## src/design/scb_pkg.sv

```systemverilog
package scb_pkg;

  // ----------------------------------------------------------------
  // Register offsets (byte addresses)
  // ----------------------------------------------------------------
  localparam logic [7:0] ADDR_EVENT_FLAGS = 8'h00;
  localparam logic [7:0] ADDR_EVENT_MASK  = 8'h04;
  localparam logic [7:0] ADDR_CONTROL     = 8'h08;
  localparam logic [7:0] ADDR_MAX_RX_LEN  = 8'h0c;
  localparam logic [7:0] ADDR_STATUS      = 8'h10;
  localparam logic [7:0] ADDR_TX_CTRL     = 8'h14;
  localparam logic [7:0] ADDR_TX_DATA     = 8'h18;
  localparam logic [1:0] DESC_REGION      = 2'h1;   // paddr[7:6]: descriptors at 0x40..0x7c

  // ----------------------------------------------------------------
  // Field positions and reset values
  // ----------------------------------------------------------------
  localparam int EV_RX_BUF   = 0;
  localparam int EV_TX_BUF   = 1;
  localparam int EV_NO_BUF   = 2;
  localparam int EV_FRAME    = 3;
  localparam int EV_UNDERRUN = 4;
  localparam int CTL_RX_EN   = 2;
  localparam int CTL_TX_EN   = 3;
  localparam int CTL_INCLUDE = 4;
  localparam int CTL_HUNT    = 5;
  localparam int CTL_BCS_CLR = 6;
  localparam int D_VACANT    = 15;
  localparam int D_OFF_CHIP  = 14;
  localparam int D_FINAL     = 13;
  localparam int D_CARRIER   = 2;
  localparam int D_LOST      = 1;
  localparam int D_CHECK     = 0;
  localparam int TX_READY    = 15;
  localparam int TX_UNDER    = 14;
  localparam logic [7:0]  FLAGS_RESET = 8'h00;
  localparam logic [7:0]  MASK_RESET  = 8'h00;
  localparam logic [15:0] CRC_POLY    = 16'ha001;

  // ----------------------------------------------------------------
  // Modes, timing counts, states
  // ----------------------------------------------------------------
  localparam logic [1:0] MODE_TRANSPARENT = 2'h0;
  localparam logic [1:0] MODE_BISYNC      = 2'h1;
  localparam logic [1:0] MODE_V110        = 2'h2;
  localparam logic [3:0] CHECK_WINDOW_SCLK = 4'h8;
  localparam logic [6:0] FRAME_LAST_BIT    = 7'h4f;  // 80-bit frame, bits 0..79
  localparam logic [6:0] TX_SENT_BIT       = 7'h4e;  // second to last bit
  localparam logic [3:0] V110_SYNC_ZEROS   = 4'h8;

  typedef enum logic [2:0] {
    RX_OFF  = 3'b001,
    RX_HUNT = 3'b010,
    RX_DATA = 3'b100
  } scb_rx_state_t;

  typedef struct packed {
    logic        psel;
    logic        penable;
    logic        pwrite;
    logic [7:0]  paddr;
    logic [31:0] pwdata;
  } scb_apb_req_t;

  typedef struct packed {
    logic [31:0] prdata;
    logic        pready;
    logic        pslverr;
  } scb_apb_rsp_t;

  typedef struct packed {
    logic        valid;
    logic        off_chip;
    logic [23:0] addr;
    logic [7:0]  data;
  } scb_mem_wr_t;

  typedef struct packed {
    logic        vacant_slot;
    logic        off_chip_buf;
    logic        final_slot;
    logic        carrier_lost_flag;
    logic        rx_lost_data_flag;
    logic        check_error_flag;
    logic [15:0] len;
    logic [23:0] ptr;
  } scb_desc_t;

endpackage

```

## src/design/scb_channel.sv

```systemverilog
module scb_channel #(
  parameter int         NUM_DESC  = 8,
  parameter logic [7:0] SYNC_CHAR = 8'h16
) (
  // Clock and reset
  input  wire logic                 clk,
  input  wire logic                 reset,
  // APB register port
  input  wire scb_pkg::scb_apb_req_t apb_req,
  output scb_pkg::scb_apb_rsp_t      apb_rsp,
  // Serial line pins
  input  wire logic                 serial_clk,
  input  wire logic                 rx_data,
  input  wire logic                 carrier_detect,
  output logic                      tx_data,
  // Buffer memory write port
  output scb_pkg::scb_mem_wr_t       mem_wr,
  input  wire logic                 mem_wr_ready,
  // Interrupt request
  output logic                      irq
);

  if (NUM_DESC < 1 || NUM_DESC > 8) begin : g_check
    $error("NUM_DESC must be 1 to 8");
  end

  typedef struct packed {
    scb_pkg::scb_apb_rsp_t         rsp;
    scb_pkg::scb_mem_wr_t          mw;
    logic                          irq;
    logic                          txd;
    logic [2:0]                    sclk_s;
    logic [1:0]                    rxd_s;
    logic [1:0]                    cd_s;
    logic [7:0]                    flags;
    logic [7:0]                    mask;
    logic [1:0]                    mode;
    logic                          rx_en;
    logic                          tx_en;
    logic                          incl;
    logic [15:0]                   max_len;
    scb_pkg::scb_desc_t [NUM_DESC-1:0] desc;
    logic [2:0]                    idx;
    scb_pkg::scb_rx_state_t        rst;
    logic [7:0]                    rsh;
    logic [2:0]                    rbit;
    logic [6:0]                    rfb;
    logic [3:0]                    zrun;
    logic [15:0]                   block_check_sum;
    logic [7:0]                    pbyte;
    logic [3:0]                    pcnt;
    logic                          tready;
    logic                          tunder;
    logic                          tfull;
    logic                          tdone;
    logic [7:0]                    tlen;
    logic [7:0]                    tdat;
    logic [7:0]                    tsh;
    logic [2:0]                    tbit;
    logic [6:0]                    tfb;
  } scb_state_t;

  scb_state_t q;
  scb_state_t next_q;

  logic        rise;
  logic        fall;
  logic        setup;
  logic        wr;
  logic        bit_in;
  logic [7:0]  nb;
  logic [7:0]  set_ev;
  logic [7:0]  clr_ev;
  logic        byte_done;
  logic        close;
  logic        err_ov;
  logic        err_cd;
  logic        hunt;
  logic        commit;
  logic [15:0] base_bcs;
  logic [2:0]  di;

  // ----------------------------------------------------------------
  // Block check accumulation, one byte, LSB first
  // ----------------------------------------------------------------
  function automatic logic [15:0] crc_byte(input logic [15:0] c, input logic [7:0] d);
    logic [15:0] r;
    r = c;
    for (int k = 0; k < 8; k++) begin
      if (r[0] ^ d[k]) begin
        r = (r >> 1) ^ scb_pkg::CRC_POLY;
      end else begin
        r = r >> 1;
      end
    end
    return r;
  endfunction

  // Serial clock edges found from the second and third stages only
  assign rise   = q.sclk_s[1] & ~q.sclk_s[2];
  assign fall   = ~q.sclk_s[1] & q.sclk_s[2];
  assign bit_in = q.rxd_s[1];
  assign nb     = {bit_in, q.rsh[7:1]};
  assign di     = apb_req.paddr[5:3];

  // ----------------------------------------------------------------
  // Next state
  // ----------------------------------------------------------------
  always_comb begin
    next_q    = q;
    set_ev    = 8'h00;
    clr_ev    = 8'h00;
    byte_done = 1'b0;
    close     = 1'b0;
    err_ov    = 1'b0;
    err_cd    = 1'b0;
    hunt      = 1'b0;
    setup     = apb_req.psel & ~apb_req.penable;
    wr        = apb_req.psel & apb_req.penable & q.rsp.pready & apb_req.pwrite & ~q.rsp.pslverr;
    commit    = rise & (q.pcnt == 4'h1) & q.incl & (q.mode == scb_pkg::MODE_BISYNC);
    base_bcs  = commit ? crc_byte(q.block_check_sum, q.pbyte) : q.block_check_sum;

    // Two-stage synchronisers; the third clock stage feeds edge finding
    next_q.sclk_s = {q.sclk_s[1:0], serial_clk};
    next_q.rxd_s  = {q.rxd_s[0], rx_data};
    next_q.cd_s   = {q.cd_s[0], carrier_detect};

    // APB: read data captured in setup, so the access phase is one cycle
    next_q.rsp.pready  = setup;
    next_q.rsp.pslverr = 1'b0;
    if (setup) begin
      next_q.rsp.prdata = 32'h0000_0000;
      if (apb_req.paddr == scb_pkg::ADDR_EVENT_FLAGS) begin
        next_q.rsp.prdata[7:0] = q.flags;
      end else if (apb_req.paddr == scb_pkg::ADDR_EVENT_MASK) begin
        next_q.rsp.prdata[7:0] = q.mask;
      end else if (apb_req.paddr == scb_pkg::ADDR_CONTROL) begin
        next_q.rsp.prdata[4:0] = {q.incl, q.tx_en, q.rx_en, q.mode};
      end else if (apb_req.paddr == scb_pkg::ADDR_MAX_RX_LEN) begin
        next_q.rsp.prdata[15:0] = q.max_len;
      end else if (apb_req.paddr == scb_pkg::ADDR_STATUS) begin
        next_q.rsp.prdata = {q.block_check_sum, 5'h00, q.rst, 5'h00, q.idx};
      end else if (apb_req.paddr == scb_pkg::ADDR_TX_CTRL) begin
        next_q.rsp.prdata[15:0] = {q.tready, q.tunder, 6'h00, q.tlen};
      end else if (apb_req.paddr == scb_pkg::ADDR_TX_DATA) begin
        next_q.rsp.prdata[8:0] = {q.tfull, q.tdat};
      end else if (apb_req.paddr[7:6] == scb_pkg::DESC_REGION && apb_req.paddr[1:0] == 2'h0
                   && 32'(di) < NUM_DESC) begin
        if (apb_req.paddr[2]) begin
          next_q.rsp.prdata[23:0] = q.desc[di].ptr;
        end else begin
          next_q.rsp.prdata = {q.desc[di].len, q.desc[di].vacant_slot, q.desc[di].off_chip_buf,
                               q.desc[di].final_slot, 10'h000, q.desc[di].carrier_lost_flag,
                               q.desc[di].rx_lost_data_flag, q.desc[di].check_error_flag};
        end
      end else begin
        next_q.rsp.pslverr = 1'b1; // Unmapped address
      end
    end

    // Register writes take effect at the completing access edge
    if (wr) begin
      if (apb_req.paddr == scb_pkg::ADDR_EVENT_FLAGS) begin
        clr_ev = apb_req.pwdata[7:0];
      end else if (apb_req.paddr == scb_pkg::ADDR_EVENT_MASK) begin
        next_q.mask = apb_req.pwdata[7:0];
      end else if (apb_req.paddr == scb_pkg::ADDR_CONTROL) begin
        next_q.mode  = apb_req.pwdata[1:0];
        next_q.rx_en = apb_req.pwdata[scb_pkg::CTL_RX_EN];
        next_q.tx_en = apb_req.pwdata[scb_pkg::CTL_TX_EN];
        next_q.incl  = apb_req.pwdata[scb_pkg::CTL_INCLUDE];
        if (apb_req.pwdata[scb_pkg::CTL_HUNT]) begin
          hunt  = 1'b1;
          close = (q.rst == scb_pkg::RX_DATA);
        end
        if (apb_req.pwdata[scb_pkg::CTL_BCS_CLR]) begin
          next_q.block_check_sum  = 16'h0000;
          next_q.pcnt = 4'h0;
        end
      end else if (apb_req.paddr == scb_pkg::ADDR_MAX_RX_LEN) begin
        next_q.max_len = apb_req.pwdata[15:0];
      end else if (apb_req.paddr == scb_pkg::ADDR_TX_CTRL) begin
        next_q.tready = apb_req.pwdata[scb_pkg::TX_READY];
        next_q.tunder = apb_req.pwdata[scb_pkg::TX_UNDER];
        next_q.tlen   = apb_req.pwdata[7:0];
        next_q.tdone  = 1'b0;
      end else if (apb_req.paddr == scb_pkg::ADDR_TX_DATA) begin
        next_q.tdat  = apb_req.pwdata[7:0];
        next_q.tfull = 1'b1;
      end else if (apb_req.paddr[7:6] == scb_pkg::DESC_REGION && apb_req.paddr[2]) begin
        next_q.desc[di].ptr = apb_req.pwdata[23:0];
      end else if (apb_req.paddr[7:6] == scb_pkg::DESC_REGION) begin
        next_q.desc[di].len               = apb_req.pwdata[31:16];
        next_q.desc[di].vacant_slot       = apb_req.pwdata[scb_pkg::D_VACANT];
        next_q.desc[di].off_chip_buf      = apb_req.pwdata[scb_pkg::D_OFF_CHIP];
        next_q.desc[di].final_slot        = apb_req.pwdata[scb_pkg::D_FINAL];
        next_q.desc[di].carrier_lost_flag = apb_req.pwdata[scb_pkg::D_CARRIER];
        next_q.desc[di].rx_lost_data_flag = apb_req.pwdata[scb_pkg::D_LOST];
        next_q.desc[di].check_error_flag  = apb_req.pwdata[scb_pkg::D_CHECK];
      end
    end

    // Memory port drains; a byte finished while it is still busy is an overrun
    if (q.mw.valid & mem_wr_ready) begin
      next_q.mw.valid = 1'b0;
    end

    // Deferred inclusion window: the host may still pull the byte out
    if (rise && q.pcnt != 4'h0) begin
      next_q.pcnt = q.pcnt - 4'h1;
      next_q.block_check_sum  = base_bcs;
    end

    // Receiver: bits sampled on rising serial clock
    if (!q.rx_en) begin
      next_q.rst = scb_pkg::RX_OFF;
    end else if (rise) begin
      case (q.rst)
        scb_pkg::RX_OFF: begin
          next_q.rst  = scb_pkg::RX_HUNT;
          next_q.zrun = 4'h0;
        end
        scb_pkg::RX_HUNT: begin
          next_q.rsh  = nb;
          next_q.rbit = 3'h0;
          if (q.cd_s[1]) begin
            if (q.mode == scb_pkg::MODE_TRANSPARENT) begin
              next_q.rst = scb_pkg::RX_DATA;
            end else if (q.mode == scb_pkg::MODE_BISYNC) begin
              if (nb == SYNC_CHAR) begin
                next_q.rst = scb_pkg::RX_DATA;
              end
            end else if (bit_in) begin
              next_q.zrun = 4'h0;
            end else if (q.zrun == scb_pkg::V110_SYNC_ZEROS - 4'h1) begin
              next_q.rst = scb_pkg::RX_DATA;
              next_q.rfb = 7'(scb_pkg::V110_SYNC_ZEROS);
            end else begin
              next_q.zrun = q.zrun + 4'h1;
            end
          end
        end
        scb_pkg::RX_DATA: begin
          if (!q.cd_s[1]) begin
            err_cd = 1'b1;
            hunt   = 1'b1;
          end else begin
            next_q.rsh  = nb;
            next_q.rbit = q.rbit + 3'h1;
            byte_done   = (q.rbit == 3'h7);
            if (q.mode == scb_pkg::MODE_V110) begin
              if (q.rfb == scb_pkg::FRAME_LAST_BIT) begin
                set_ev[scb_pkg::EV_FRAME] = 1'b1;
                next_q.rfb = 7'h00;
              end else begin
                next_q.rfb = q.rfb + 7'h01;
              end
            end
          end
        end
        default: begin
          next_q.rst = scb_pkg::RX_OFF;
        end
      endcase
    end

    // Byte store into the active descriptor's buffer
    if (byte_done) begin
      if (q.mw.valid & ~mem_wr_ready) begin
        err_ov = 1'b1;
        close  = 1'b1;
      end else if (!q.desc[q.idx].vacant_slot) begin
        set_ev[scb_pkg::EV_NO_BUF] = 1'b1;
        hunt = 1'b1;
      end else begin
        next_q.mw.valid    = 1'b1;
        next_q.mw.off_chip = q.desc[q.idx].off_chip_buf;
        next_q.mw.addr     = q.desc[q.idx].ptr + {8'h00, q.desc[q.idx].len};
        next_q.mw.data     = nb;
        next_q.desc[q.idx].len = q.desc[q.idx].len + 16'h0001;
        if (q.mode == scb_pkg::MODE_BISYNC) begin
          next_q.desc[q.idx].check_error_flag = (crc_byte(base_bcs, nb) != 16'h0000);
        end
        next_q.pbyte = nb;
        next_q.pcnt  = scb_pkg::CHECK_WINDOW_SCLK;
        close = (q.desc[q.idx].len + 16'h0001 >= q.max_len);
      end
    end

    // Buffer close: hand back to host and step to the next slot
    if (close | err_cd) begin
      if (q.desc[q.idx].vacant_slot) begin
        next_q.desc[q.idx].vacant_slot = 1'b0;
        if (err_ov) begin
          next_q.desc[q.idx].rx_lost_data_flag = 1'b1;
        end
        if (err_cd) begin
          next_q.desc[q.idx].carrier_lost_flag = 1'b1;
        end
        if (q.desc[q.idx].final_slot || 32'(q.idx) == NUM_DESC - 1) begin
          next_q.idx = 3'h0;
        end else begin
          next_q.idx = q.idx + 3'h1;
        end
        if (q.mode != scb_pkg::MODE_V110) begin
          set_ev[scb_pkg::EV_RX_BUF] = 1'b1;
        end
      end
    end

    // Hunt restarts character alignment and the block check
    if (hunt && q.rst != scb_pkg::RX_OFF) begin
      next_q.rst  = scb_pkg::RX_HUNT;
      next_q.zrun = 4'h0;
      next_q.rbit = 3'h0;
      next_q.block_check_sum  = 16'h0000;
      next_q.pcnt = 4'h0;
    end

    // Transmitter: bits shift out on falling serial clock, LSB first
    if (q.tx_en && fall) begin
      next_q.txd  = q.tsh[0];
      next_q.tsh  = {1'b1, q.tsh[7:1]};
      next_q.tbit = q.tbit + 3'h1;
      next_q.tfb  = (q.tfb == scb_pkg::FRAME_LAST_BIT) ? 7'h00 : q.tfb + 7'h01;
      if (q.tdone && (q.mode != scb_pkg::MODE_V110 || q.tfb == scb_pkg::TX_SENT_BIT)) begin
        set_ev[scb_pkg::EV_TX_BUF] = 1'b1;
        next_q.tready = 1'b0;
        next_q.tdone  = 1'b0;
      end
      if (q.tbit == 3'h7 && q.tready && !q.tdone) begin
        if (q.tlen == 8'h00) begin
          next_q.tdone = 1'b1;
        end else if (q.tfull) begin
          next_q.tsh   = q.tdat;
          next_q.tfull = 1'b0;
          next_q.tlen  = q.tlen - 8'h01;
        end else begin
          set_ev[scb_pkg::EV_UNDERRUN] = 1'b1;
          next_q.tunder = 1'b1;
          next_q.tready = 1'b0;
        end
      end
    end else if (!q.tx_en) begin
      next_q.txd  = 1'b1;
      next_q.tbit = 3'h0;
      next_q.tfb  = 7'h00;
    end

    // Events: a set in the same cycle as its clear wins
    next_q.flags = (q.flags & ~clr_ev) | set_ev;
    next_q.irq   = |(next_q.flags & next_q.mask);
  end

  // ----------------------------------------------------------------
  // State register
  // ----------------------------------------------------------------
  always_ff @(posedge clk or posedge reset) begin
    if (reset) begin
      q       <= '0;
      q.rst   <= scb_pkg::RX_OFF;
      q.txd   <= 1'b1;
      q.flags <= scb_pkg::FLAGS_RESET;
      q.mask  <= scb_pkg::MASK_RESET;
    end else begin
      q <= next_q;
    end
  end

  // Outputs straight from the state register
  assign apb_rsp = q.rsp;
  assign mem_wr  = q.mw;
  assign tx_data = q.txd;
  assign irq     = q.irq;

endmodule

```

## config.mk

```make
export PLATFORM = sky130hd
export DESIGN_NAME = scb_channel
export DESIGN_NICKNAME = d
export VERILOG_FILES = /design/src/design/scb_pkg.sv /design/src/design/scb_channel.sv
export SDC_FILE = /design/constraint.sdc
export NUM_CORES = 2
export LEC_CHECK = 0
export ABC_AREA = 1
export BUFFER_PORTS_ARGS = -buffer_cell sky130_fd_sc_hd__buf_2
export CAP_MARGIN = 20
export CELL_PAD_IN_SITES_DETAIL_PLACEMENT = 1
export CELL_PAD_IN_SITES_GLOBAL_PLACEMENT = 2
export CORE_AREA = 4 4 286 288
export CTS_CLUSTER_DIAMETER = 150
export CTS_CLUSTER_SIZE = 10
export DETAILED_ROUTE_END_ITERATION = 16
export DIE_AREA = 0 0 290 292
export PLACE_DENSITY_LB_ADDON = 0.05
export SETUP_SLACK_MARGIN = 0.1
export SYNTH_ARGS = -nofsm -noshare
export SYNTH_HDL_FRONTEND = slang
export SYNTH_SLANG_ARGS = --single-unit
```

## constraint.sdc

```tcl
create_clock -name clk -period 31.7 [get_ports clk]
set_input_delay 6.34 -clock clk [delete_from_list [all_inputs] [get_ports clk]]
set_output_delay 6.34 -clock clk [all_outputs]
set_load 0.03 [all_outputs]
```

# == Word-level counts from Yosys, hierarchy flattened ==
# Index checks and enable logic that the tools add are counted.
# word_totals
ff_bits,568
latch_bits,0
ram_bits,0
mem_bits_ro,0
input_bits,49
elab_cells,534
n_memories,0
# classes
add_sub_neg,10
mul,0
n_div,0
n_lt_le_gt_ge,5
eq_ne,44
shift,0
n_mux,276
bitwise,60
n_reduce_logical,39
# ops
operator,n
368-bit bitwise mux,13
368-bit 2-to-1 mux,13
46-bit demux with 3-bit select,13
16-bit 2-to-1 mux,60
397-bit 2-to-1 mux,2
371-bit 2-to-1 mux,2
389-bit 2-to-1 mux,1
384-bit 2-to-1 mux,1
32-bit 2-to-1 mux,10
46-bit binary-select mux with 3-bit select,2
23-bit 2-to-1 mux,8
46-bit 2-to-1 mux,4
24-bit 2-to-1 mux,7
8-bit 2-to-1 mux,13
34-bit 2-to-1 mux,3
43-bit 2-to-1 mux,2
42-bit 2-to-1 mux,2
41-bit 2-to-1 mux,2
40-bit 2-to-1 mux,2
1-bit 2-to-1 mux,66
20-bit 2-to-1 mux,3
2-bit inverter with 3-bit output,16
45-bit 2-to-1 mux,1
44-bit 2-to-1 mux,1
other kinds (68),187

# == Logic depth before layout (Yosys ltp) ==
# depth
word_depth,80
depth_mapped,29
ltp_nobuf,27

# == Worst setup path before layout ==
# OpenSTA, ideal clock, no wires.
# synth_path
kind,input port to flip-flop
from,in apb_req[36] (netlist name)
to,reg q[264] (netlist name)
setup_time_ps,136
t_arrival_ps,8058
setup_slack_ps,23506
path_stages,11
path_cell_list,buf_2 > nor2_2 > nand2_2 > nor2_1 > nor4_4 > nand4_4 > buf_6 > nand2_1 > o21ai_1 > nand2_1 > o21ai_0
# synth_lines
element,line_no,rtl
start: declaration,scb_channel.sv:9,"input wire scb_pkg::scb_apb_req_t apb_req,"
end signal: assignment,scb_channel.sv:366,q <= next_q;
end: declaration,scb_channel.sv:63,scb_state_t q;

# == Worst setup path after layout ==
# layout_path
from,in apb_req[37] (netlist name)
to,reg q (netlist bit apb_rsp[28])
# layout_between
elab_chain_len,26
elab_cells_between_ends,33
classes_between,6 x eq/ne; 26 x mux; 1 x reduce/logical
# layout_lines
element,line_no,rtl
46-bit binary-select mux with 3-bit select,scb_channel.sv:152,"next_q.rsp.prdata = {q.desc[di].len, q.desc[di].vacant_slot, q.desc[di].off_chip_buf,"
46-bit 2-to-1 mux,n/a,
8-bit 2-to-1 mux,scb_channel.sv:149,if (apb_req.paddr[2]) begin
32-bit 2-to-1 mux,scb_channel.sv:147,end else if (apb_req.paddr[7:6] == scb_pkg::DESC_REGION && apb_req.paddr[1:0] == 2'h0
32-bit 2-to-1 mux,scb_channel.sv:145,end else if (apb_req.paddr == scb_pkg::ADDR_TX_DATA) begin
32-bit 2-to-1 mux,scb_channel.sv:143,end else if (apb_req.paddr == scb_pkg::ADDR_TX_CTRL) begin
32-bit 2-to-1 mux,scb_channel.sv:141,end else if (apb_req.paddr == scb_pkg::ADDR_STATUS) begin
32-bit 2-to-1 mux,scb_channel.sv:139,end else if (apb_req.paddr == scb_pkg::ADDR_MAX_RX_LEN) begin
[... 10 more ...],n/a,
23-bit 2-to-1 mux,scb_channel.sv:133,if (apb_req.paddr == scb_pkg::ADDR_EVENT_FLAGS) begin
23-bit 2-to-1 mux,scb_channel.sv:131,if (setup) begin
16-bit 2-to-1 mux,scb_channel.sv:143,
32-bit 2-to-1 mux,scb_channel.sv:141,
16-bit 2-to-1 mux,scb_channel.sv:139,
27-bit 2-to-1 mux,scb_channel.sv:137,end else if (apb_req.paddr == scb_pkg::ADDR_CONTROL) begin
24-bit 2-to-1 mux,scb_channel.sv:135,end else if (apb_req.paddr == scb_pkg::ADDR_EVENT_MASK) begin
24-bit 2-to-1 mux *,scb_channel.sv:133,
# Mark *: on every way between the ends. The rest lies on a longest branch, timed or not. The select of a mux whose other input is x is not followed.
# A chain may end at the register's enable or synchronous reset.

==> out/metrics.yaml <==
status:
  status: "complete, no violations"
clock_tree:
  cts_hold_buf: 0
  cts_made_buffers: 66
  cts_max_path_buffers: 3
  cts.sinks: 567
  cts-root-buf: "clkbuf_16"
  cts_setup_buffers: 0
  post_cts_resized: 0
  path_clk_slew_ns: 0.06
  cts.htree.levels: 3
  cts_tree: "built"
  clk_latency_ns: 0.62
logic_synthesis:
  synth_ff_type: "dfrtp_1"
  ys_seq_area_share_pct: 44.95
  syn_avg_cell_area_um2: 7.645
  ys_warn_count: 0
  ys_ff_latch: 567
  synth_edf_count: 0
  syn-num-nets: 4228
  synth_cell_type_count: 58
  async_flop_share_pct: 100.0
  synth_area_um2: 31570
  synthCells: 4130
pwr:
  netSwitchingFraction_pct: 41.65
  p_clk_share_pct: 30.8
  p_comb_share_pct: 33.1
  p_int_w: 0.001350
  p_leak_nw: 16.05
  power_switching_w: 0.0009635
  power_per_cell_area_nw_per_um2: 67.40
  peakVddDrop_mv: 0.04242
  power_w: 0.002313
  seqPwrFrac_pct: 36.1
critical_path:
  slowest_delay_ns: 0.69
  r2r_end: "q[277]$_DFF_PP0_"
  cp.arrival_ns: 9.70
  cp-start-kind: "input pin"
  endpoint_kind: "flip-flop"
  path_buf_inv: 5
  critPathKind: "input pin to flip-flop"
  cp-startpoint: "apb_req[37]"
  r2r-start: "q[91]$_DFFE_PP0P_"
  cp_max_fo: 23
  r2r_setup_slack_ns: 25.34
  cp_slowest_cell: "clkinv_1"
  reg2reg_depth: 23
  critPathRequiredTime_ns: 32.17
  critPathTopFamily: "buffers and inverters"
  critical_path.cell_chain: "buf_2 > inv_2 > nand3_1 > buf_4 > clkinv_1 > buf_4 > nand2_1 > o21ai_0 > a221oi_1 > nand3_1 > nand3_1 > nand2_1 > o21ai_0 > o21ai_0"
timing:
  tns_ns: 0
  period_share_pct: 29.12
  fmax_mhz: 108.3
  hold_ws_ns: 0.3651
  min_period_ns: 9.232
  relSlewSlack_pct: 24.74
  finalHoldViolations: 0
  skew_ns: 0.02798
  worstMarginPinSlew_ns: 1.128
  slew_viol_final: 0
  finalSetupViolCount: 0
  rsz0062_at_grt: "false"
cells_and_area:
  design_area_um2: 34320
  synthToLayoutAreaGrowth_pct: 8.698
  drive_above_1_share_pct: 8.116
  layout.nets: 4180
die:
  dieHeight_um: 292
  num_rows: 103
  die_w_um: 290
  core_area_um2: 78870
  start_util_pct: 40.03
  io_pins: 119
  die_area_um2: 84680
hold_path:
  worstHoldPathCells: 0
  hp-class: "flip-flop to flip-flop"
  worstHoldStart: "next_q[502]$_DFF_PP0_"
  min_to: "bit_in$_DFF_PP0_"
global_route:
  grt_usage_pct: 32.66
  antenna_found_initial: 8
  grt_pass1_vias: 29970
  grt_max_degree: 135
  grt_pass1_wl_um: 208300
  grt-ovfl-total: 0
drt:
  routed_wl_um: 141000
  vias_per_cell: 5.849
  drc: 0
  wl_per_cell_um: 27.35
  antenna_left: 0
  drt-initial-drc-count: 3147
  first_pass_iters: 5
  vias: 30160
flow_run:
  cap_violations: 0
placed_design:
  gp_congestion: 0.8955
  hpwl_um: 92990
  numPortBuffers: 118
  placed_cell_area_um2: 32460
[power groups by stage]
stage	clock [W]	sequential, W	combinational [W]
floorplan	0	0.000825	0.000461
global placement	0	0.000846	0.000741
detailed placement	0	0.000847	0.000749
CTS	0.000724	0.000835	0.000753
global route	0.000755	0.000843	0.000827
finish	0.000711	0.000835	0.000767
[kinds of logic (layout without fill, tap and decap cells)]
family,count (synthesis),count (layout),share of synthesized area [%]
DFF,567,567,44.95
AOI/OAI and AO/OA,1164,1164,21.27
xor gates and xnor gates,20,20,0.5548
other,0,3,0
adders and majority gates,49,49,1.966
buffers and inverters,718,691,9.887
and+or+nand+nor,1612,1612,21.38
[final cells by class]
cell class | count | area (um^2)
inverters | 414 | 1562
clock inverters | 6 | 71.32
multi-input cells | 2845 | 14270
clock buffers | 83 | 1758
well taps | 1050 | 1314
flip-flops and latches | 567 | 14190
fillers | 9739 | 44550
repair buffers | 188 | 1149
diodes | 3 | 7.507
[cell usage after synthesis, drive strengths merged, types with 2 or more instances]
cell type / count / share of area (%)
a211oi: 10 / 0.24
a21oi: 124 / 2.0
a221oi: 71 / 2.0
a22o: 13 / 0.36
a22oi: 62 / 1.5
a31oi: 8 / 0.16
and2: 2 / 0.040
buf: 157 / 3.2
clkbuf: 147 / 1.7
clkinv: 4 / 0.048
dfrtp: 565 / 45
dfstp: 2 / 0.17
ha: 48 / 1.9
inv: 410 / 4.9
nand2: 1171 / 14
nand3: 143 / 2.4
nand4: 81 / 1.9
nor2: 165 / 2.0
nor3: 33 / 0.64
nor4: 8 / 0.21
o2111ai: 19 / 0.53
o211ai: 18 / 0.43
o21a: 2 / 0.048
o21ai: 700 / 11
o21bai: 4 / 0.11
o221ai: 9 / 0.25
o22ai: 93 / 1.8
o2bb2ai: 10 / 0.28
o31ai: 14 / 0.33
o41ai: 2 / 0.055
or2: 7 / 0.14
xnor2: 8 / 0.22
xor2: 12 / 0.33
[stage by stage]
step / setup slack [ns] / utilization (%) / instances
3_5_place_dp: 22.05 / 41.15 / 5063
2_1_floorplan: 9.504 / - / 4130
3_3_place_gp: 22.09 / 41.15 / 5063
4_1_cts: 22.66 / 43.47 / 5152
5_1_grt: 22.37 / 43.51 / 5154
6_report: 22.47 / 43.51 / 5156
[worst max-delay path by stage]
stage                                 end  cells after the start
6_report          apb_rsp[28]$_DFFE_PP0P_                     14
5_1_grt                 q[65]$_DFFE_PP0P_                     11
4_1_cts                  q[361]$_DFF_PP0_                      9
3_5_place_dp             q[406]$_DFF_PP0_                      9
3_3_place_gp              q[31]$_DFF_PP0_                     10
2_1_floorplan  asynchronous set/reset pin                      1
[metal layers]
metal | share of wire [%] | vias up | track usage (%)
li1 | - | 13720 | -
met1 | 44 | 15080 | 45.20
met2 | 44 | 1114 | 51.03
met3 | 6.9 | 243 | 5.141
met4 | 4.8 | 4 | 14.09
met5 | 0.019 | - | 0
[cell usage in the layout, fill, tap and decap left out, types with 25 or more instances in the layout]
cell type,n
nand3_1,137
a221oi_1,71
buf_4,68
inv_2,25
a21oi_1,124
nand4_1,75
dfrtp_1,565
ha_1,48
o22ai_1,93
a22oi_1,62
o21ai_1,202
buf_2,118
clkbuf_16,68
nor3_1,27
o21ai_0,497
inv_1,383
nor2_1,158
nand2_1,1162
Note: power is estimated with default switching activity, not from simulation.
